--- config.mk ---
export PLATFORM = sky130hd
export DESIGN_NAME = dcp_i2c
export DESIGN_NICKNAME = d
export VERILOG_FILES = /design/src/core/dcp_pkg.sv /design/src/core/dcp_i2c.sv
export SDC_FILE = /design/constraint.sdc
export NUM_CORES = 1
export LEC_CHECK = 0
export BUFFER_PORTS_ARGS = -buffer_cell sky130_fd_sc_hd__buf_2
export CORE_MARGIN = 1
export CORE_UTILIZATION = 35
export CTS_BUF_LIST = sky130_fd_sc_hd__clkbuf_8
export DETAILED_ROUTE_END_ITERATION = 12
export GPL_ROUTABILITY_DRIVEN = 0
export GPL_TIMING_DRIVEN = 0
export PLACE_DENSITY = 0.6
export SYNTH_ARGS = -nofsm -noshare
export SYNTH_HDL_FRONTEND = slang
export SYNTH_SLANG_ARGS = --single-unit
--- constraint.sdc ---
create_clock -name ref_clk_in -period 4.1 [get_ports ref_clk_in]
set_input_delay 0.41 -clock ref_clk_in [delete_from_list [all_inputs] [get_ports ref_clk_in]]
set_output_delay 0.41 -clock ref_clk_in [all_outputs]
set_load 0.1 [all_outputs]
--- src/core/dcp_pkg.sv ---
// Constants shared by the potentiometer serial register access logic.
package dcp_pkg;
  // Register map.
  localparam logic [4:0] ADDR_INITIAL  = 5'h00;
  localparam logic [4:0] ADDR_RESERVED = 5'h0F;
  localparam logic [4:0] ADDR_ACCESS   = 5'h10;
  localparam int         NV_COUNT      = 16;
  // Access control register field positions.
  localparam int VSEL_BIT = 7;
  localparam int SHDN_BIT = 6;
  localparam int PROG_BIT = 5;
  // Reset values.
  localparam logic [7:0] WIPER_RESET   = 8'h80;
  localparam logic [7:0] INITIAL_RESET = 8'h80;
  localparam logic [7:0] NV_RESET      = 8'h00;
  localparam logic       VSEL_RESET    = 1'b0;
  localparam logic       SHDN_RESET    = 1'b1;
  // Timing.
  localparam int CLK_FREQ_HZ       = 100_000_000;
  localparam int NV_WRITE_TIME_MS  = 20;
  localparam int NV_WRITE_CYCLES   = NV_WRITE_TIME_MS * (CLK_FREQ_HZ / 1000);
  localparam int PROG_CNT_W        = 21;
  // Write record buffer.
  localparam int REC_W      = 13;
  localparam int FIFO_DEPTH = 32;
  // Byte counters.
  localparam logic [3:0] BITS_PER_BYTE = 4'h8;
endpackage

--- src/core/dcp_i2c.sv ---
// Serial slave, write record buffer and register file of the potentiometer.
`timescale 1ns/10ps

module dcp_fifo #(
  parameter int WIDTH = 13,
  parameter int DEPTH = 32
) (
  // Clock and reset.
  input  wire logic             ref_clk_in,
  input  wire logic             rst_n_in,
  // Fill side.
  input  wire logic             in_valid_in,
  output logic                  in_ready_out,
  input  wire logic [WIDTH-1:0] in_data_in,
  // Drain side.
  output logic                  out_valid_out,
  input  wire logic             out_ready_in,
  output logic [WIDTH-1:0]      out_data_out
);
  localparam int AW = $clog2(DEPTH);
  logic [WIDTH-1:0] mem_r [DEPTH];
  logic [AW-1:0]    wr_r, wr_nxt, rd_r, rd_nxt;
  logic [AW:0]      cnt_r, cnt_nxt;
  logic             push, pop;

  assign in_ready_out  = (cnt_r != (AW+1)'(DEPTH));
  assign out_valid_out = (cnt_r != '0);
  assign out_data_out  = mem_r[rd_r];
  assign push          = in_valid_in & in_ready_out;
  assign pop           = out_valid_out & out_ready_in;

  always_comb begin
    wr_nxt  = push ? AW'(wr_r + 1'b1) : wr_r;
    rd_nxt  = pop ? AW'(rd_r + 1'b1) : rd_r;
    cnt_nxt = (AW+1)'(cnt_r + {{AW{1'b0}}, push} - {{AW{1'b0}}, pop});
  end

  always_ff @(posedge ref_clk_in or negedge rst_n_in) begin
    if (!rst_n_in) begin
      wr_r  <= '0;
      rd_r  <= '0;
      cnt_r <= '0;
    end else begin
      wr_r  <= wr_nxt;
      rd_r  <= rd_nxt;
      cnt_r <= cnt_nxt;
    end
  end

  always_ff @(posedge ref_clk_in) begin
    if (push) begin
      mem_r[wr_r] <= in_data_in;
    end
  end
endmodule // dcp_fifo

module dcp_i2c #(
  parameter int         NV_WRITE_CYCLES = dcp_pkg::NV_WRITE_CYCLES,
  // Slave address high bits; the value is arbitrary.
  parameter logic [4:0] ID_PREFIX       = 5'h16
) (
  // Clock and reset.
  input  wire logic       ref_clk_in,
  input  wire logic       rst_n_in,
  // Serial bus pins.
  input  wire logic       scl_in,
  input  wire logic       sda_in,
  output logic            sda_out,
  output logic            sda_oe_n_out,
  // Address select straps.
  input  wire logic       address_select_hi_in,
  input  wire logic       address_select_lo_in,
  // Potentiometer control.
  output logic [7:0]      wiper_out,
  output logic            shutdown_n_out,
  output logic            write_in_progress_out
);
  typedef enum logic [2:0] {ST_IDLE, ST_RX, ST_ACK, ST_TX, ST_MACK} dcp_state_type;
  typedef enum logic [1:0] {K_ID, K_ADDR, K_DATA} dcp_kind_type;

  logic [2:0]     scl_s_r, scl_s_nxt, sda_s_r, sda_s_nxt;
  logic           scl_f_r, scl_f_nxt, sda_f_r, sda_f_nxt;
  dcp_state_type  st_r, st_nxt;
  dcp_kind_type   kind_r, kind_nxt;
  logic [3:0]     cnt_r, cnt_nxt;
  logic [7:0]     rx_r, rx_nxt, tx_r, tx_nxt;
  logic [4:0]     ptr_r, ptr_nxt;
  logic           rw_r, rw_nxt, oe_n_r, oe_n_nxt, mack_r, mack_nxt, busy_r, busy_nxt;
  logic           scl_rise, scl_fall, start_seen, stop_seen;
  logic           push, fifo_ready, rec_valid, rec_ready;
  logic [12:0]    rec;
  logic [7:0]     nv_r [dcp_pkg::NV_COUNT];
  logic [7:0]     nv_nxt [dcp_pkg::NV_COUNT];
  logic [7:0]     wiper_r, wiper_nxt;
  logic           vsel_r, vsel_nxt, shdn_r, shdn_nxt;
  logic [dcp_pkg::PROG_CNT_W-1:0] prog_cnt_r, prog_cnt_nxt;
  logic           prog_busy;

  assign prog_busy = (prog_cnt_r != '0);

  // Register value seen by a read at the given pointer.
  function automatic logic [7:0] reg_read(input logic [4:0] a);
    if (a == dcp_pkg::ADDR_INITIAL) begin
      reg_read = vsel_r ? wiper_r : nv_r[0];
    end else if (a == dcp_pkg::ADDR_RESERVED) begin
      reg_read = 8'h00;
    end else if (a < dcp_pkg::ADDR_RESERVED) begin
      reg_read = nv_r[a[3:0]];
    end else if (a == dcp_pkg::ADDR_ACCESS) begin
      reg_read = {vsel_r, shdn_r, prog_busy, 5'h00};
    end else begin
      reg_read = 8'h00;
    end
  endfunction

  // Pointer after one transmitted byte.
  function automatic logic [4:0] ptr_step(input logic [4:0] a);
    ptr_step = (a == dcp_pkg::ADDR_RESERVED) ? 5'h00 : 5'(a + 5'h01);
  endfunction

  always_comb begin
    scl_s_nxt  = {scl_s_r[1:0], scl_in};
    sda_s_nxt  = {sda_s_r[1:0], sda_in};
    scl_f_nxt  = (scl_s_r[1] == scl_s_r[2]) ? scl_s_r[2] : scl_f_r;
    sda_f_nxt  = (sda_s_r[1] == sda_s_r[2]) ? sda_s_r[2] : sda_f_r;
    scl_rise   = ~scl_f_r & scl_f_nxt;
    scl_fall   = scl_f_r & ~scl_f_nxt;
    start_seen = scl_f_r & scl_f_nxt & sda_f_r & ~sda_f_nxt;
    stop_seen  = scl_f_r & scl_f_nxt & ~sda_f_r & sda_f_nxt;
  end

  always_comb begin
    st_nxt   = st_r;
    kind_nxt = kind_r;
    cnt_nxt  = cnt_r;
    rx_nxt   = rx_r;
    tx_nxt   = tx_r;
    ptr_nxt  = ptr_r;
    rw_nxt   = rw_r;
    oe_n_nxt = oe_n_r;
    mack_nxt = mack_r;
    busy_nxt = busy_r;
    push     = 1'b0;
    if (start_seen) begin
      st_nxt   = ST_RX;
      kind_nxt = K_ID;
      cnt_nxt  = 4'h0;
      oe_n_nxt = 1'b1;
      busy_nxt = 1'b1;
    end else if (stop_seen) begin
      st_nxt   = ST_IDLE;
      oe_n_nxt = 1'b1;
      busy_nxt = 1'b0;
    end else begin
      unique case (st_r)
        ST_IDLE: begin
          oe_n_nxt = 1'b1;
        end
        ST_RX: begin
          if (scl_rise) begin
            rx_nxt  = {rx_r[6:0], sda_f_nxt};
            cnt_nxt = 4'(cnt_r + 4'h1);
          end else if (scl_fall && cnt_r == dcp_pkg::BITS_PER_BYTE) begin
            st_nxt   = ST_ACK;
            oe_n_nxt = 1'b0;
            unique case (kind_r)
              K_ID: begin
                if (rx_r[7:1] != {ID_PREFIX, address_select_hi_in, address_select_lo_in}) begin
                  st_nxt   = ST_IDLE;
                  oe_n_nxt = 1'b1;
                end else begin
                  rw_nxt   = rx_r[0];
                  kind_nxt = K_ADDR;
                  if (rx_r[0]) begin
                    tx_nxt  = reg_read(ptr_r);
                    ptr_nxt = ptr_step(ptr_r);
                  end
                end
              end
              K_ADDR: begin
                ptr_nxt  = rx_r[4:0];
                kind_nxt = K_DATA;
              end
              default: begin
                push     = fifo_ready;
                kind_nxt = K_ID;
                if (!fifo_ready) begin
                  st_nxt   = ST_IDLE;
                  oe_n_nxt = 1'b1;
                end
              end
            endcase
          end
        end
        ST_ACK: begin
          if (scl_fall) begin
            if (rw_r) begin
              st_nxt   = ST_TX;
              oe_n_nxt = tx_r[7];
              cnt_nxt  = 4'h1;
            end else if (kind_r == K_ID) begin
              st_nxt   = ST_IDLE;
              oe_n_nxt = 1'b1;
            end else begin
              st_nxt   = ST_RX;
              oe_n_nxt = 1'b1;
              cnt_nxt  = 4'h0;
            end
          end
        end
        ST_TX: begin
          if (scl_fall) begin
            if (cnt_r == dcp_pkg::BITS_PER_BYTE) begin
              st_nxt   = ST_MACK;
              oe_n_nxt = 1'b1;
            end else begin
              tx_nxt   = {tx_r[6:0], 1'b0};
              oe_n_nxt = tx_r[6];
              cnt_nxt  = 4'(cnt_r + 4'h1);
            end
          end
        end
        ST_MACK: begin
          if (scl_rise) begin
            mack_nxt = ~sda_f_nxt;
          end else if (scl_fall) begin
            if (mack_r) begin
              st_nxt   = ST_TX;
              tx_nxt   = reg_read(ptr_r);
              ptr_nxt  = ptr_step(ptr_r);
              oe_n_nxt = tx_nxt[7];
              cnt_nxt  = 4'h1;
            end else begin
              st_nxt = ST_IDLE;
            end
          end
        end
        default: begin
          st_nxt = ST_IDLE;
        end
      endcase
    end
  end

  always_ff @(posedge ref_clk_in or negedge rst_n_in) begin
    if (!rst_n_in) begin
      scl_s_r <= 3'h7;
      sda_s_r <= 3'h7;
      scl_f_r <= 1'b1;
      sda_f_r <= 1'b1;
      st_r    <= ST_IDLE;
      kind_r  <= K_ID;
      cnt_r   <= 4'h0;
      rx_r    <= 8'h00;
      tx_r    <= 8'h00;
      ptr_r   <= 5'h00;
      rw_r    <= 1'b0;
      oe_n_r  <= 1'b1;
      mack_r  <= 1'b0;
      busy_r  <= 1'b0;
    end else begin
      scl_s_r <= scl_s_nxt;
      sda_s_r <= sda_s_nxt;
      scl_f_r <= scl_f_nxt;
      sda_f_r <= sda_f_nxt;
      st_r    <= st_nxt;
      kind_r  <= kind_nxt;
      cnt_r   <= cnt_nxt;
      rx_r    <= rx_nxt;
      tx_r    <= tx_nxt;
      ptr_r   <= ptr_nxt;
      rw_r    <= rw_nxt;
      oe_n_r  <= oe_n_nxt;
      mack_r  <= mack_nxt;
      busy_r  <= busy_nxt;
    end
  end

  dcp_fifo #(
    .WIDTH (dcp_pkg::REC_W),
    .DEPTH (dcp_pkg::FIFO_DEPTH)
  ) u_fifo (
    .ref_clk_in    (ref_clk_in),
    .rst_n_in      (rst_n_in),
    .in_valid_in   (push),
    .in_ready_out  (fifo_ready),
    .in_data_in    ({ptr_r, rx_r}),
    .out_valid_out (rec_valid),
    .out_ready_in  (rec_ready),
    .out_data_out  (rec)
  );

  // Records are committed only while the bus is idle after a STOP.
  assign rec_ready = ~busy_r;

  always_comb begin
    nv_nxt    = nv_r;
    wiper_nxt = wiper_r;
    vsel_nxt  = vsel_r;
    shdn_nxt  = shdn_r;
    prog_cnt_nxt = prog_busy ? dcp_pkg::PROG_CNT_W'(prog_cnt_r - 1'b1) : prog_cnt_r;
    if (rec_valid && rec_ready && !prog_busy) begin
      if (rec[12:8] == dcp_pkg::ADDR_INITIAL) begin
        wiper_nxt = rec[7:0];
        if (!vsel_r) begin
          nv_nxt[0]    = rec[7:0];
          prog_cnt_nxt = dcp_pkg::PROG_CNT_W'(NV_WRITE_CYCLES);
        end
      end else if (rec[12:8] < dcp_pkg::ADDR_RESERVED) begin
        nv_nxt[rec[11:8]] = rec[7:0];
        prog_cnt_nxt      = dcp_pkg::PROG_CNT_W'(NV_WRITE_CYCLES);
      end else if (rec[12:8] == dcp_pkg::ADDR_ACCESS) begin
        vsel_nxt = rec[dcp_pkg::VSEL_BIT];
        shdn_nxt = rec[dcp_pkg::SHDN_BIT];
      end
    end
  end

  always_ff @(posedge ref_clk_in or negedge rst_n_in) begin
    if (!rst_n_in) begin
      for (int i = 0; i < dcp_pkg::NV_COUNT; i++) begin
        nv_r[i] <= (i == 0) ? dcp_pkg::INITIAL_RESET : dcp_pkg::NV_RESET;
      end
      wiper_r <= dcp_pkg::WIPER_RESET;
      vsel_r     <= dcp_pkg::VSEL_RESET;
      shdn_r     <= dcp_pkg::SHDN_RESET;
      prog_cnt_r <= '0;
    end else begin
      nv_r    <= nv_nxt;
      wiper_r <= wiper_nxt;
      vsel_r     <= vsel_nxt;
      shdn_r     <= shdn_nxt;
      prog_cnt_r <= prog_cnt_nxt;
    end
  end

  assign sda_out               = 1'b0;
  assign sda_oe_n_out          = oe_n_r;
  assign wiper_out             = wiper_r;
  assign shutdown_n_out        = shdn_r;
  assign write_in_progress_out = prog_busy;
endmodule // dcp_i2c

==> results of run 1 <==
[cell type report]
cell class | instances | area [sq um]
Clock buffer | 119 | 1640
Timing Repair Buffer | 50 | 507
Tap cell | 1030 | 1290
Clock inverter | 76 | 452
Fill cell | 6837 | 44900
Antenna cell | 2 | 5.00
Multi-Input combinational cell | 866 | 8910
Inverter | 19 | 71.3
Sequential cell | 632 | 17900
Buffer | 94 | 490
[through the flow]
step	util, %	power, mW	setup WS, ns	instance area, sq um	std cells
final	41.0	14.9	0.0413	31300	2888
after global routing	41.0	15.5	-0.150	31300	2886
after CTS	40.7	15.0	0.000910	31000	2873
after detailed placement	37.7	9.58	-0.962	28700	2671
after global placement	37.3	9.47	-1.09	28400	2659
after floorplan	-	8.93	0.815	27000	1613
[flip-flops by register name (all words and copies together), names as in the netlist, 4 cells and up]
register and cells:
cnt_r 4, nv_r 127, prog_cnt_r 21, ptr_r 5, rx_r 8, tx_r 8
u_fifo.cnt_r 6, u_fifo.mem_r 416, u_fifo.rd_r 5, u_fifo.wr_r 5, wiper_out 8
[placed cells by master (no fill, tap or decap), drive strengths merged, types with 7 or more instances in the layout]
| master | count |
|---|---|
| a41o | 9 |
| nand2 | 79 |
| nand2b | 8 |
| o31ai | 21 |
| or3b | 7 |
| mux2i | 79 |
| clkinv | 32 |
| buf | 84 |
| xor2 | 15 |
| nor3 | 16 |
| o21ai | 36 |
| clkbuf | 175 |
| ha | 19 |
| a22oi | 20 |
| nor4 | 13 |
| nand3 | 16 |
| a41oi | 8 |
| xnor2 | 13 |
| a311oi | 9 |
| edfxtp | 416 |
| nand3b | 15 |
| mux2 | 148 |
| or3 | 8 |
| nor3b | 9 |
| dfstp | 12 |
| o22ai | 7 |
| inv | 56 |
| dfrtp | 204 |
| nor2 | 69 |
| o211ai | 11 |
| mux4 | 112 |
| a21oi | 24 |
[timing repair]
action | in CTS | in global routing
setup buffers | 5 | 13
endpoints found under the setup margin | 185 | 349
hold buffers | 3 | 0
cloned | 0 | 1
endpoints found under the hold margin | 101 | 0
resized for setup | 29 | 32
pin swaps | 4 | 10
[path summary, 6_finish.rpt]
kind                                                      end  slack [ns]
worst max register to register  u_fifo.mem_r[30][8]$_DFFE_PP_        0.04
worst max-delay path            u_fifo.mem_r[30][8]$_DFFE_PP_        0.04
min in group ref_clk_in                  scl_s_r[0]$_DFF_PN1_        0.34
worst min register to register           sda_s_r[1]$_DFF_PN1_        0.35
max in group asynchronous                ptr_r[0]$_DFFE_PN0P_        2.69
worst min-delay path                     nv_r[82]$_DFFE_PN0P_        0.31
[logic make-up after synthesis]
family / Yosys count / share of synthesized area, %
AO/OA/AOI/OAI: 195 / 5.23
XOR/XNOR: 28 / 0.907
adder cells (fa/ha/maj): 20 / 0.953
buffers and inverters: 115 / 2.03
flip-flops: 632 / 66.2
multiplexers: 339 / 18.5
other: 1 / 0.0139
AND/OR/NAND/NOR: 283 / 6.15
[critical path: cells and delay by family (launching register included)]
family                 cells  cell delay (ns)
buffers and inverters      2             0.64
DFF                        1             0.58
and+or+nand+nor            5             2.43
[per-layer routing]
metal	up-vias	global-route usage, %	part of all wire [%]
li1	6713	-	-
met1	8077	23.6	44
met2	454	27.6	48
met3	118	3.09	5.2
met4	0	5.53	2.6
met5	-	0	0
[power by group through the flow]
stage / registers [mW] / clock network (mW) / logic (mW)
global route: 7.58 / 5.84 / 2.12
global placement: 7.61 / 0 / 1.86
detailed placement: 7.65 / 0 / 1.93
floorplan: 7.49 / 0 / 1.44
CTS: 7.54 / 5.58 / 1.92
finish: 7.54 / 5.44 / 1.91
==> metrics.yaml, run 1 <==
clock_network:
  clock_path_buffers: 3
  h-tree-depth: 3
  clkTransAtPathRegs_ns: 0.06
  numCtsBuffers: 105
  cts_root_buf: "clkbuf_8"
  cts_tree: "done"
  clk_latency_ns: 0.72
  cts.sinks: 632
die:
  fp.dieH_um: 280
  io_pins: 18
  start_util_pct: 35.5
  rows: 101
  coreArea_sq_um: 76200
  die_w_um: 280
  die-area_sq_um: 78400
sta:
  drv_slew: 0
  setup-tns-final_ns: 0
  finClkSkew_ns: 0.0422
  tightest_slew_ns: 1.38
  relSlewSlack_pct: 8.21
  fin_crit_sh_pct: 99.0
  finalSetupViolCount: 0
  hold_viol_final: 0
  grt_setup_unrepaired: "yes"
  max_freq_mhz: 246
  fin_crit_ns: 4.06
  timing.hold.ws_ns: 0.307
pwr:
  pwr-share-comb_pct: 12.8
  p_per_area_nw_per_um2: 476
  pwr-share-seq_pct: 50.6
  clkPwrFrac_pct: 36.5
  switching_power_mw: 4.16
  p_leak_nw: 11.6
  internal-power_mw: 10.7
  p_sw_share_pct: 27.9
  irDropWorstVdd_mv: 0.308
yosys:
  synth_top_area_share_pct: 46.2
  synth-seq-area-share_pct: 66.2
  synth_largest_area_cell: "edfxtp_1"
  syn_inst: 1613
  synth_area_sq_um: 27000
  synth.cells.most_frequent: "416 x edfxtp_1, 204 x dfrtp_1, 147 x mux2_2"
  synth-edff-count: 416
  synth-seq-cells: 632
  syn-num-nets: 1639
  yosysWarnings: 0
  avgSynthCellArea_sq_um: 16.8
  synth.distinct_cells: 81
  async_flop_share_pct: 34.2
  synth.most_common_cell: "edfxtp_1"
  synth-main-ff-cell: "edfxtp_1"
  ys_top_cells_by_area: "edfxtp_1 46%, dfrtp_1 19%, mux4_2 9.0%, mux2_2 6.1%, mux2i_1 2.9%"
setup_path:
  cpMaxStageDelayCell: "nor2_2"
  crit_top_cell: "clkbuf_1"
  startpoint_type: "flip-flop"
  r2r_start: "scl_f_r$_DFF_PN1_"
  crit_fanout: 13
  startpoint: "scl_f_r$_DFF_PN1_"
  cpPeakStageDelay_ns: 0.88
  r2r_cells: 7
  worstPathArrival_ns: 4.37
  cp-end-kind: "flip-flop"
  crit_required_ns: 4.41
  crit_type: "flip-flop to flip-flop"
  crit_chain: "or3b_2 -> clkbuf_1 -> nor3_1 -> and3_1 -> clkbuf_1 -> nand2_1 -> nor2_2"
placed_design:
  dpl.hpwl_um: 42700
  portBuffers: 16
finish:
  layout-drive-gt1-share_pct: 31.7
  layout-area-overhead-vs-synth_pct: 15.7
  layout.nets: 1794
run:
  drv_cap: 0
drt:
  drt-initial-drc-count: 1133
  final_antenna_net_count: 0
  vias: 15400
  vias_per_cell: 5.32
  drc: 0
  wl_per_cell_um: 23.0
  routed_wl_um: 66400
  dr.pass1.iters: 7
global_routing:
  grt.total_usage_pct: 17.2
  gr-total-overflow: 0
  first_global_vias: 15800
  grt_pass1_wl_um: 100000
  antenna_found_initial: 0
  grt_max_degree: 116
min_path:
  hold_path_class: "primary input to asynchronous set/reset pin"
outcome:
  status: "complete, no violations"
No activity file was read; power rests on OpenSTA's default activity.
==> run 2, diff against run 1 <==
RECOVER_POWER = 25   (was default)
REMOVE_ABC_BUFFERS = 1   (was default)
==> run 2 against run 1 <==
  * The run now ends with capacitance limit, slew limit, setup timing left
  * Clock skew up 0.016 ns
  * Flip-flop and latch count unchanged
  * Die area unchanged
  * Largest power group unchanged
  * Critical endpoint is now u_fifo.mem_r[11][4]$_DFFE_PP_
  * Sequential share of layout area up 1.2 points
  * Power down 3.1%
  * First-iteration DRC count about the same
==> metrics.yaml, run 2 (synthesis results as in run 1) <==
drt:
  wl_per_cell_um: 22.4  # -2.5%
  dr.pass1.iters: 7  # unchanged
  drc: 0  # unchanged
  final_antenna_net_count: 0  # unchanged
  routed_wl_um: 62700  # -5.6%
  drt-initial-drc-count: 1134  # +0.088%
  vias: 14800  # -3.4%
  vias_per_cell: 5.31  # -0.23%
finish:
  mostFrequentLayoutCells: "416 x edfxtp_1, 199 x dfrtp_1, 147 x mux2_2"
  mostFrequentLayoutCell: "edfxtp_1"
  top_register: "u_fifo.mem_r"
  largest_register_ffs: 416  # unchanged
  layout.nets: 1709  # -4.7%
  instances_no_fill: 2796  # -3.2%
  layout-drive-gt1-share_pct: 30.1  # -1.6 points
  reg.largest.list: "u_fifo.mem_r: 416 flops, nv_r: 127 flops, prog_cnt_r: 21 flops"
  layout-area-overhead-vs-synth_pct: 13.3
  postLayoutCellArea_sq_um: 30600  # -2.1%
die:
  coreArea_sq_um: 76200  # unchanged
  io_pins: 18  # unchanged
  rows: 101  # unchanged
  start_util_pct: 35.5  # unchanged
  die_w_um: 280  # unchanged
  fp.dieH_um: 280  # unchanged
  die-area_sq_um: 78400  # unchanged
outcome:
  status: "finished with violations"
  violations: "capacitance limit, slew limit, setup timing"
sta:
  hold_viol_final: 0  # unchanged
  grt_setup_unrepaired: "yes"
  setup_ws_ns: -0.113  # -0.154 ns
  fin_crit_ns: 4.21  # +0.154 ns
  fin_crit_sh_pct: 103  # +3.8 points
  finalSetupViolCount: 26  # +26
  relSlewSlack_pct: -60.8  # -69 points
  setup-tns-final_ns: -2.53  # -2.53 ns
  max_freq_mhz: 237  # -3.7%
  drv_slew: 157  # +157
  finClkSkew_ns: 0.0584  # +0.0162 ns
  tightest_slew_ns: 2.41  # +1.04 ns
setup_path:
  worstPathArrival_ns: 4.53  # +0.16 ns
  startpoint_type: "flip-flop"
  cpPeakStageDelay_ns: 1.17  # +0.29 ns
  crit_chain: "or3b_2 -> nor3_1 -> and3_1 -> nand2_1 -> nor2_1"
  crit_fanout: 15  # +2
  path_delay_family: "simple AND/OR/NAND/NOR gates"
  crit_type: "flip-flop to flip-flop"
  critical_path_buf_inv_count: 0  # -2
  cpMaxStageDelayCell: "nor2_1"
  crit_required_ns: 4.41  # about the same
  cp-end-kind: "flip-flop"
placed_design:
  placed_area_sq_um: 28300  # -1.2%
  dpl.hpwl_um: 38100  # -11%
  portBuffers: 16  # unchanged
  placedCellCount: 2579  # -3.4%
pwr:
  p_leak_nw: 11.2  # -2.9%
  p_per_area_nw_per_um2: 471  # -1.0%
  irDropWorstVdd_mv: 0.334  # +8.5%
clock_network:
  clock_path_buffers: 3  # unchanged
  cts_tree: "done"
  h-tree-depth: 3  # unchanged
  cts.sinks: 632  # unchanged
  clk_latency_ns: 0.71  # about the same
  clkTransAtPathRegs_ns: 0.06  # about the same
  cts_root_buf: "clkbuf_8"
  numCtsBuffers: 102  # -2.9%
global_routing:
  grt_pass1_wl_um: 95100  # -5.1%
  first_global_vias: 15200  # -3.6%
  gr-total-overflow: 0  # unchanged
  antenna_found_initial: 1  # +1
  grt.total_usage_pct: 16.2  # -0.95 points
  grt_max_degree: 126  # +8.6%
min_path:
  hold_path_class: "primary input to flip-flop"
run:
  drv_cap: 3  # +3
[run 2: layout make-up]
type                       instances  area (sq um)
clock buffer                     111          1530
inverter                          19          71.3
tap                             1030          1290
timing repair buffer              62           712
clock inverter                    75           359
sequential                       632         17900
multi-input combinational        866          8750
fill                            6871         45600
antenna                            1          2.50
[run 2: metal layers]
metal,wire length (um),vias up,global-route usage (%)
met3,3140,108,2.36
met2,30600,434,26.3
li1,-,6525,-
met1,27200,7772,22.1
met5,0,-,0
met4,1680,0,6.09
[run 2: tightest hold or removal path, delay by kind of cell]
| kind | cells | cell delay, ns |
|---|---|---|
| xor gates and xnor gates | 1 | 0.13 |
| AOI/OAI and AO/OA | 1 | 0.08 |
| and+or+nand+nor | 2 | 0.22 |
| buffers and inverters | 1 | 0.09 |
[run 2: final timing paths]
check                                           from                       endpoint  slack, ns  cells after the start
worst max-delay path             st_r[0]$_DFFE_PN0P_  u_fifo.mem_r[11][4]$_DFFE_PP_      -0.11                      5
worst min-delay path            address_select_lo_in          kind_r[0]$_DFFE_PN0P_       0.28                      5
worst max register to register   st_r[0]$_DFFE_PN0P_  u_fifo.mem_r[11][4]$_DFFE_PP_      -0.11                      5
worst min register to register  sda_s_r[0]$_DFF_PN1_           sda_s_r[1]$_DFF_PN1_       0.36                      0
max in group asynchronous                   rst_n_in     u_fifo.rd_r[1]$_DFFE_PN0N_       1.37                      2
min in group asynchronous                   rst_n_in           cnt_r[2]$_DFFE_PN0P_       0.99                      2
[run 2: where the power goes]
group	internal, mW	switching (mW)	total (mW)
logic	0.715	1.19	1.90
clock network	2.51	2.51	5.02
registers	7.16	0.355	7.51
[run 2: what timing repair did]
item / 4_1_cts / 5_1_grt
resized for setup: 20 / 6
hold endpoints to repair: 83 / 0
pin swaps: 15 / 0
setup endpoints to repair: 356 / 108
hold buffers: 3 / 0
setup buffers: 26 / 0
[run 2: metrics by stage]
step	utilization (%)	setup slack, ns	hold slack, ns	total power, mW
finish	40.2	-0.113	0.284	14.4
global route	40.2	-0.376	0.272	15.1
floorplan	-	-3.43	0.114	8.90
CTS	40.2	-0.117	0.226	14.6
detailed placement	37.2	-0.933	0.348	9.59
global placement	36.7	-6.10	0.350	9.46
==> run 3, diff against run 2 <==
clock period = 4 ns   (was 4.1 ns; I/O delays follow)
==> run 3 against run 2 <==
  * The flow finishes with violations (capacitance limit, slew limit)
  * Register-to-register slack improved by 0.16 ns
  * Sequential share of layout area fell by 0.21 points
  * Utilization up 0.15 points
  * Non-clock buffer count rose by 1
  * Clock power rose by 3%
  * Global-route usage stayed put
  * Power rose by 2.5%
  * Flip-flop and latch count stayed put
  * Critical endpoint is now u_fifo.mem_r[15][7]$_DFFE_PP_
  * Largest cell class unchanged
==> metrics.yaml, run 3 (synthesis results as in run 1) <==
finish:
  mostFrequentLayoutCells: "416 x edfxtp_1, 198 x dfrtp_1, 147 x mux2_2"
  reg.largest.list: "u_fifo.mem_r: 416 flops, nv_r: 127 flops, prog_cnt_r: 21 flops"
  postLayoutCellArea_sq_um: 30800  # +0.38%
  mostFrequentLayoutCell: "edfxtp_1"
  layout-area-overhead-vs-synth_pct: 13.7
  instances_no_fill: 2797  # +0.036%
  regArea_sq_um: 17900  # about the same
  top_register: "u_fifo.mem_r"
  largest_register_ffs: 416  # unchanged
  layout.nets: 1710  # +0.059%
  layout-drive-gt1-share_pct: 30.5  # +0.38 points
  n_fill_cell: 6849  # -0.32%
  multi_input_area_sq_um: 8840  # +1.1%
clock_network:
  clkTransAtPathRegs_ns: 0.06  # about the same
  numCtsBuffers: 102  # unchanged
  h-tree-depth: 3  # unchanged
  cts_root_buf: "clkbuf_8"
  cts_tree: "done"
  clk_latency_ns: 0.70  # about the same
  cts.sinks: 632  # unchanged
  clock_path_buffers: 3  # unchanged
placed_design:
  portBuffers: 16  # unchanged
  dp_slack_ns: -1.03  # -0.100 ns
  dpl.hpwl_um: 38100  # unchanged
  placedCellCount: 2579  # unchanged
  placed_area_sq_um: 28300  # unchanged
setup_path:
  crit_required_ns: 4.31  # -0.10 ns
  worstPathArrival_ns: 4.26  # -0.27 ns
  rr_endpoint: "u_fifo.mem_r[15][7]$_DFFE_PP_"
  crit_type: "flip-flop to flip-flop"
  startpoint_type: "flip-flop"
  cpMaxStageDelayCell: "nor2_2"
  crit_chain: "or3b_2 -> nor3_1 -> and3_1 -> nand2_1 -> nor2_2"
  path_delay_family: "simple AND/OR/NAND/NOR gates"
  reg2reg_slack_ns: 0.05  # +0.16 ns
  r2r_cells: 5  # unchanged
  crit_fanout: 15  # unchanged
  critical_path_buf_inv_count: 0  # unchanged
  cpPeakStageDelay_ns: 0.86  # -0.31 ns
  r2r_start: "st_r[0]$_DFFE_PN0P_"
  cp-end-kind: "flip-flop"
sta:
  setup_ws_ns: 0.0452  # +0.158 ns
  relSlewSlack_pct: -62.1  # -1.3 points
  grt_setup_unrepaired: "yes"
  fin_crit_ns: 3.95  # -0.258 ns
  finClkSkew_ns: 0.0550  # -0.00338 ns
  fin_crit_sh_pct: 98.9  # -3.9 points
  hold_viol_final: 0  # unchanged
  finalSetupViolCount: 0  # -100%
  tightest_slew_ns: 2.43  # +0.0192 ns
  drv_slew: 128  # -18%
  max_freq_mhz: 253  # +6.5%
pwr:
  p_leak_nw: 11.2  # about the same
  irDropWorstVdd_mv: 0.345  # +3.1%
  p_per_area_nw_per_um2: 481  # +2.1%
  finalPower_mw: 14.8  # +2.5%
global_routing:
  antenna_found_initial: 1  # unchanged
  grt.total_usage_pct: 16.2  # unchanged
  gr-total-overflow: 0  # unchanged
  first_global_vias: 15200  # unchanged
  grt_max_degree: 126  # unchanged
  grt_pass1_wl_um: 95100  # unchanged
drt:
  drt-initial-drc-count: 1117  # -1.5%
  dr.pass1.iters: 5  # -2
  wl_per_cell_um: 22.5  # +0.39%
  vias_per_cell: 5.28  # -0.47%
  vias: 14800  # -0.43%
  drc: 0  # unchanged
  final_antenna_net_count: 0  # unchanged
  routed_wl_um: 63000  # +0.43%
die:
  fp.dieH_um: 280  # unchanged
  io_pins: 18  # unchanged
  rows: 101  # unchanged
  start_util_pct: 35.5  # unchanged
  coreArea_sq_um: 76200  # unchanged
  die_w_um: 280  # unchanged
  die-area_sq_um: 78400  # unchanged
outcome:
  violations: "capacitance limit, slew limit"
  status: "finished with violations"
min_path:
  hold_path_class: "primary input to flip-flop"
  hold_start: "address_select_lo_in"
  min_to: "kind_r[0]$_DFFE_PN0P_"
  holdPathStages: 5  # unchanged
run:
  drv_cap: 2  # -1
## run 3: cell types whose count changed in the layout (fill, tap and decap cells not counted)
cell	previous run	this run
a21o_2	1	0
nor2b_2	1	2
nor2_1	40	36
nor2b_1	4	3
buf_12	8	9
nor2_4	3	18
dfrtp_4	3	4
a21o_4	0	1
dfrtp_1	199	198
nor2_2	26	15
## run 3: timing repair
| item | in CTS | in global routing |
|---|---|---|
| buffers inserted | 26 | 1 |
| setup endpoints to repair | 410 | 328 |
| pin swaps | 15 | 0 |
| hold buffers | 3 | 0 |
| resized for setup | 21 | 26 |
| endpoints found under the hold margin | 83 | 0 |
## run 3: through the flow
step | TNS [ns] | utilization [%] | hold slack [ns]
2_1_floorplan | -475.04 | - | 0.104
3_3_place_gp | -1126.56 | 36.7 | 0.350
3_5_place_dp | -136.61 | 37.2 | 0.348
4_1_cts | -14.47 | 40.2 | 0.216
5_1_grt | -20.44 | 40.4 | 0.262
6_report | 0 | 40.4 | 0.276
## run 3: layer usage
| metal | track usage (%) | vias up | wire [um] |
|---|---|---|---|
| li1 | - | 6526 | - |
| met1 | 22.1 | 7750 | 27500 |
| met2 | 26.3 | 399 | 30900 |
| met3 | 2.36 | 100 | 3000 |
| met4 | 6.09 | 0 | 1610 |
| met5 | 0 | - | 0 |
## run 3: cell type report
cell class | instances | share of cell area, %
flip-flops and latches | 632 | 58.3
multi-input cells | 866 | 28.7
clock buffers | 111 | 4.97
well taps | 1030 | 4.19
repair buffers | 63 | 2.38
clock inverters | 75 | 1.17
inverters | 19 | 0.232
diodes | 1 | 0.00814
## run 3: how the worst max path moves through the flow
stage | start | endpoint | depth (start not counted) | slack (ns)
3_3_place_gp | u_fifo.rd_r[0]$_DFFE_PN0N_ | prog_cnt_r[7]$_DFF_PN0_ | 5 | -6.20
3_5_place_dp | u_fifo.rd_r[0]$_DFFE_PN0N_ | nv_r[15]$_DFFE_PN0P_ | 8 | -1.03
6_report | st_r[0]$_DFFE_PN0P_ | u_fifo.mem_r[15][7]$_DFFE_PP_ | 5 | 0.05
4_1_cts | st_r[0]$_DFFE_PN0P_ | u_fifo.mem_r[19][11]$_DFFE_PP_ | 5 | -0.22
5_1_grt | st_r[0]$_DFFE_PN0P_ | u_fifo.mem_r[15][11]$_DFFE_PP_ | 5 | -0.18
2_1_floorplan | u_fifo.rd_r[0]$_DFFE_PN0N_ | nv_r[38]$_DFFE_PN0P_ | 6 | -3.53
## run 3: worst min-delay path, delay by kind of cell
family	cells	cell delay [ns]
xor+xnor	1	0.13
buf+inv	1	0.09
simple gates	2	0.22
compound gates	1	0.08
## run 3: power by group
group / switching [mW] / total (mW) / internal (mW)
Sequential: 0.362 / 7.70 / 7.34
Clock: 2.57 / 5.15 / 2.57
Combinational: 1.22 / 1.95 / 0.730
Total: 4.15 / 14.8 / 10.6
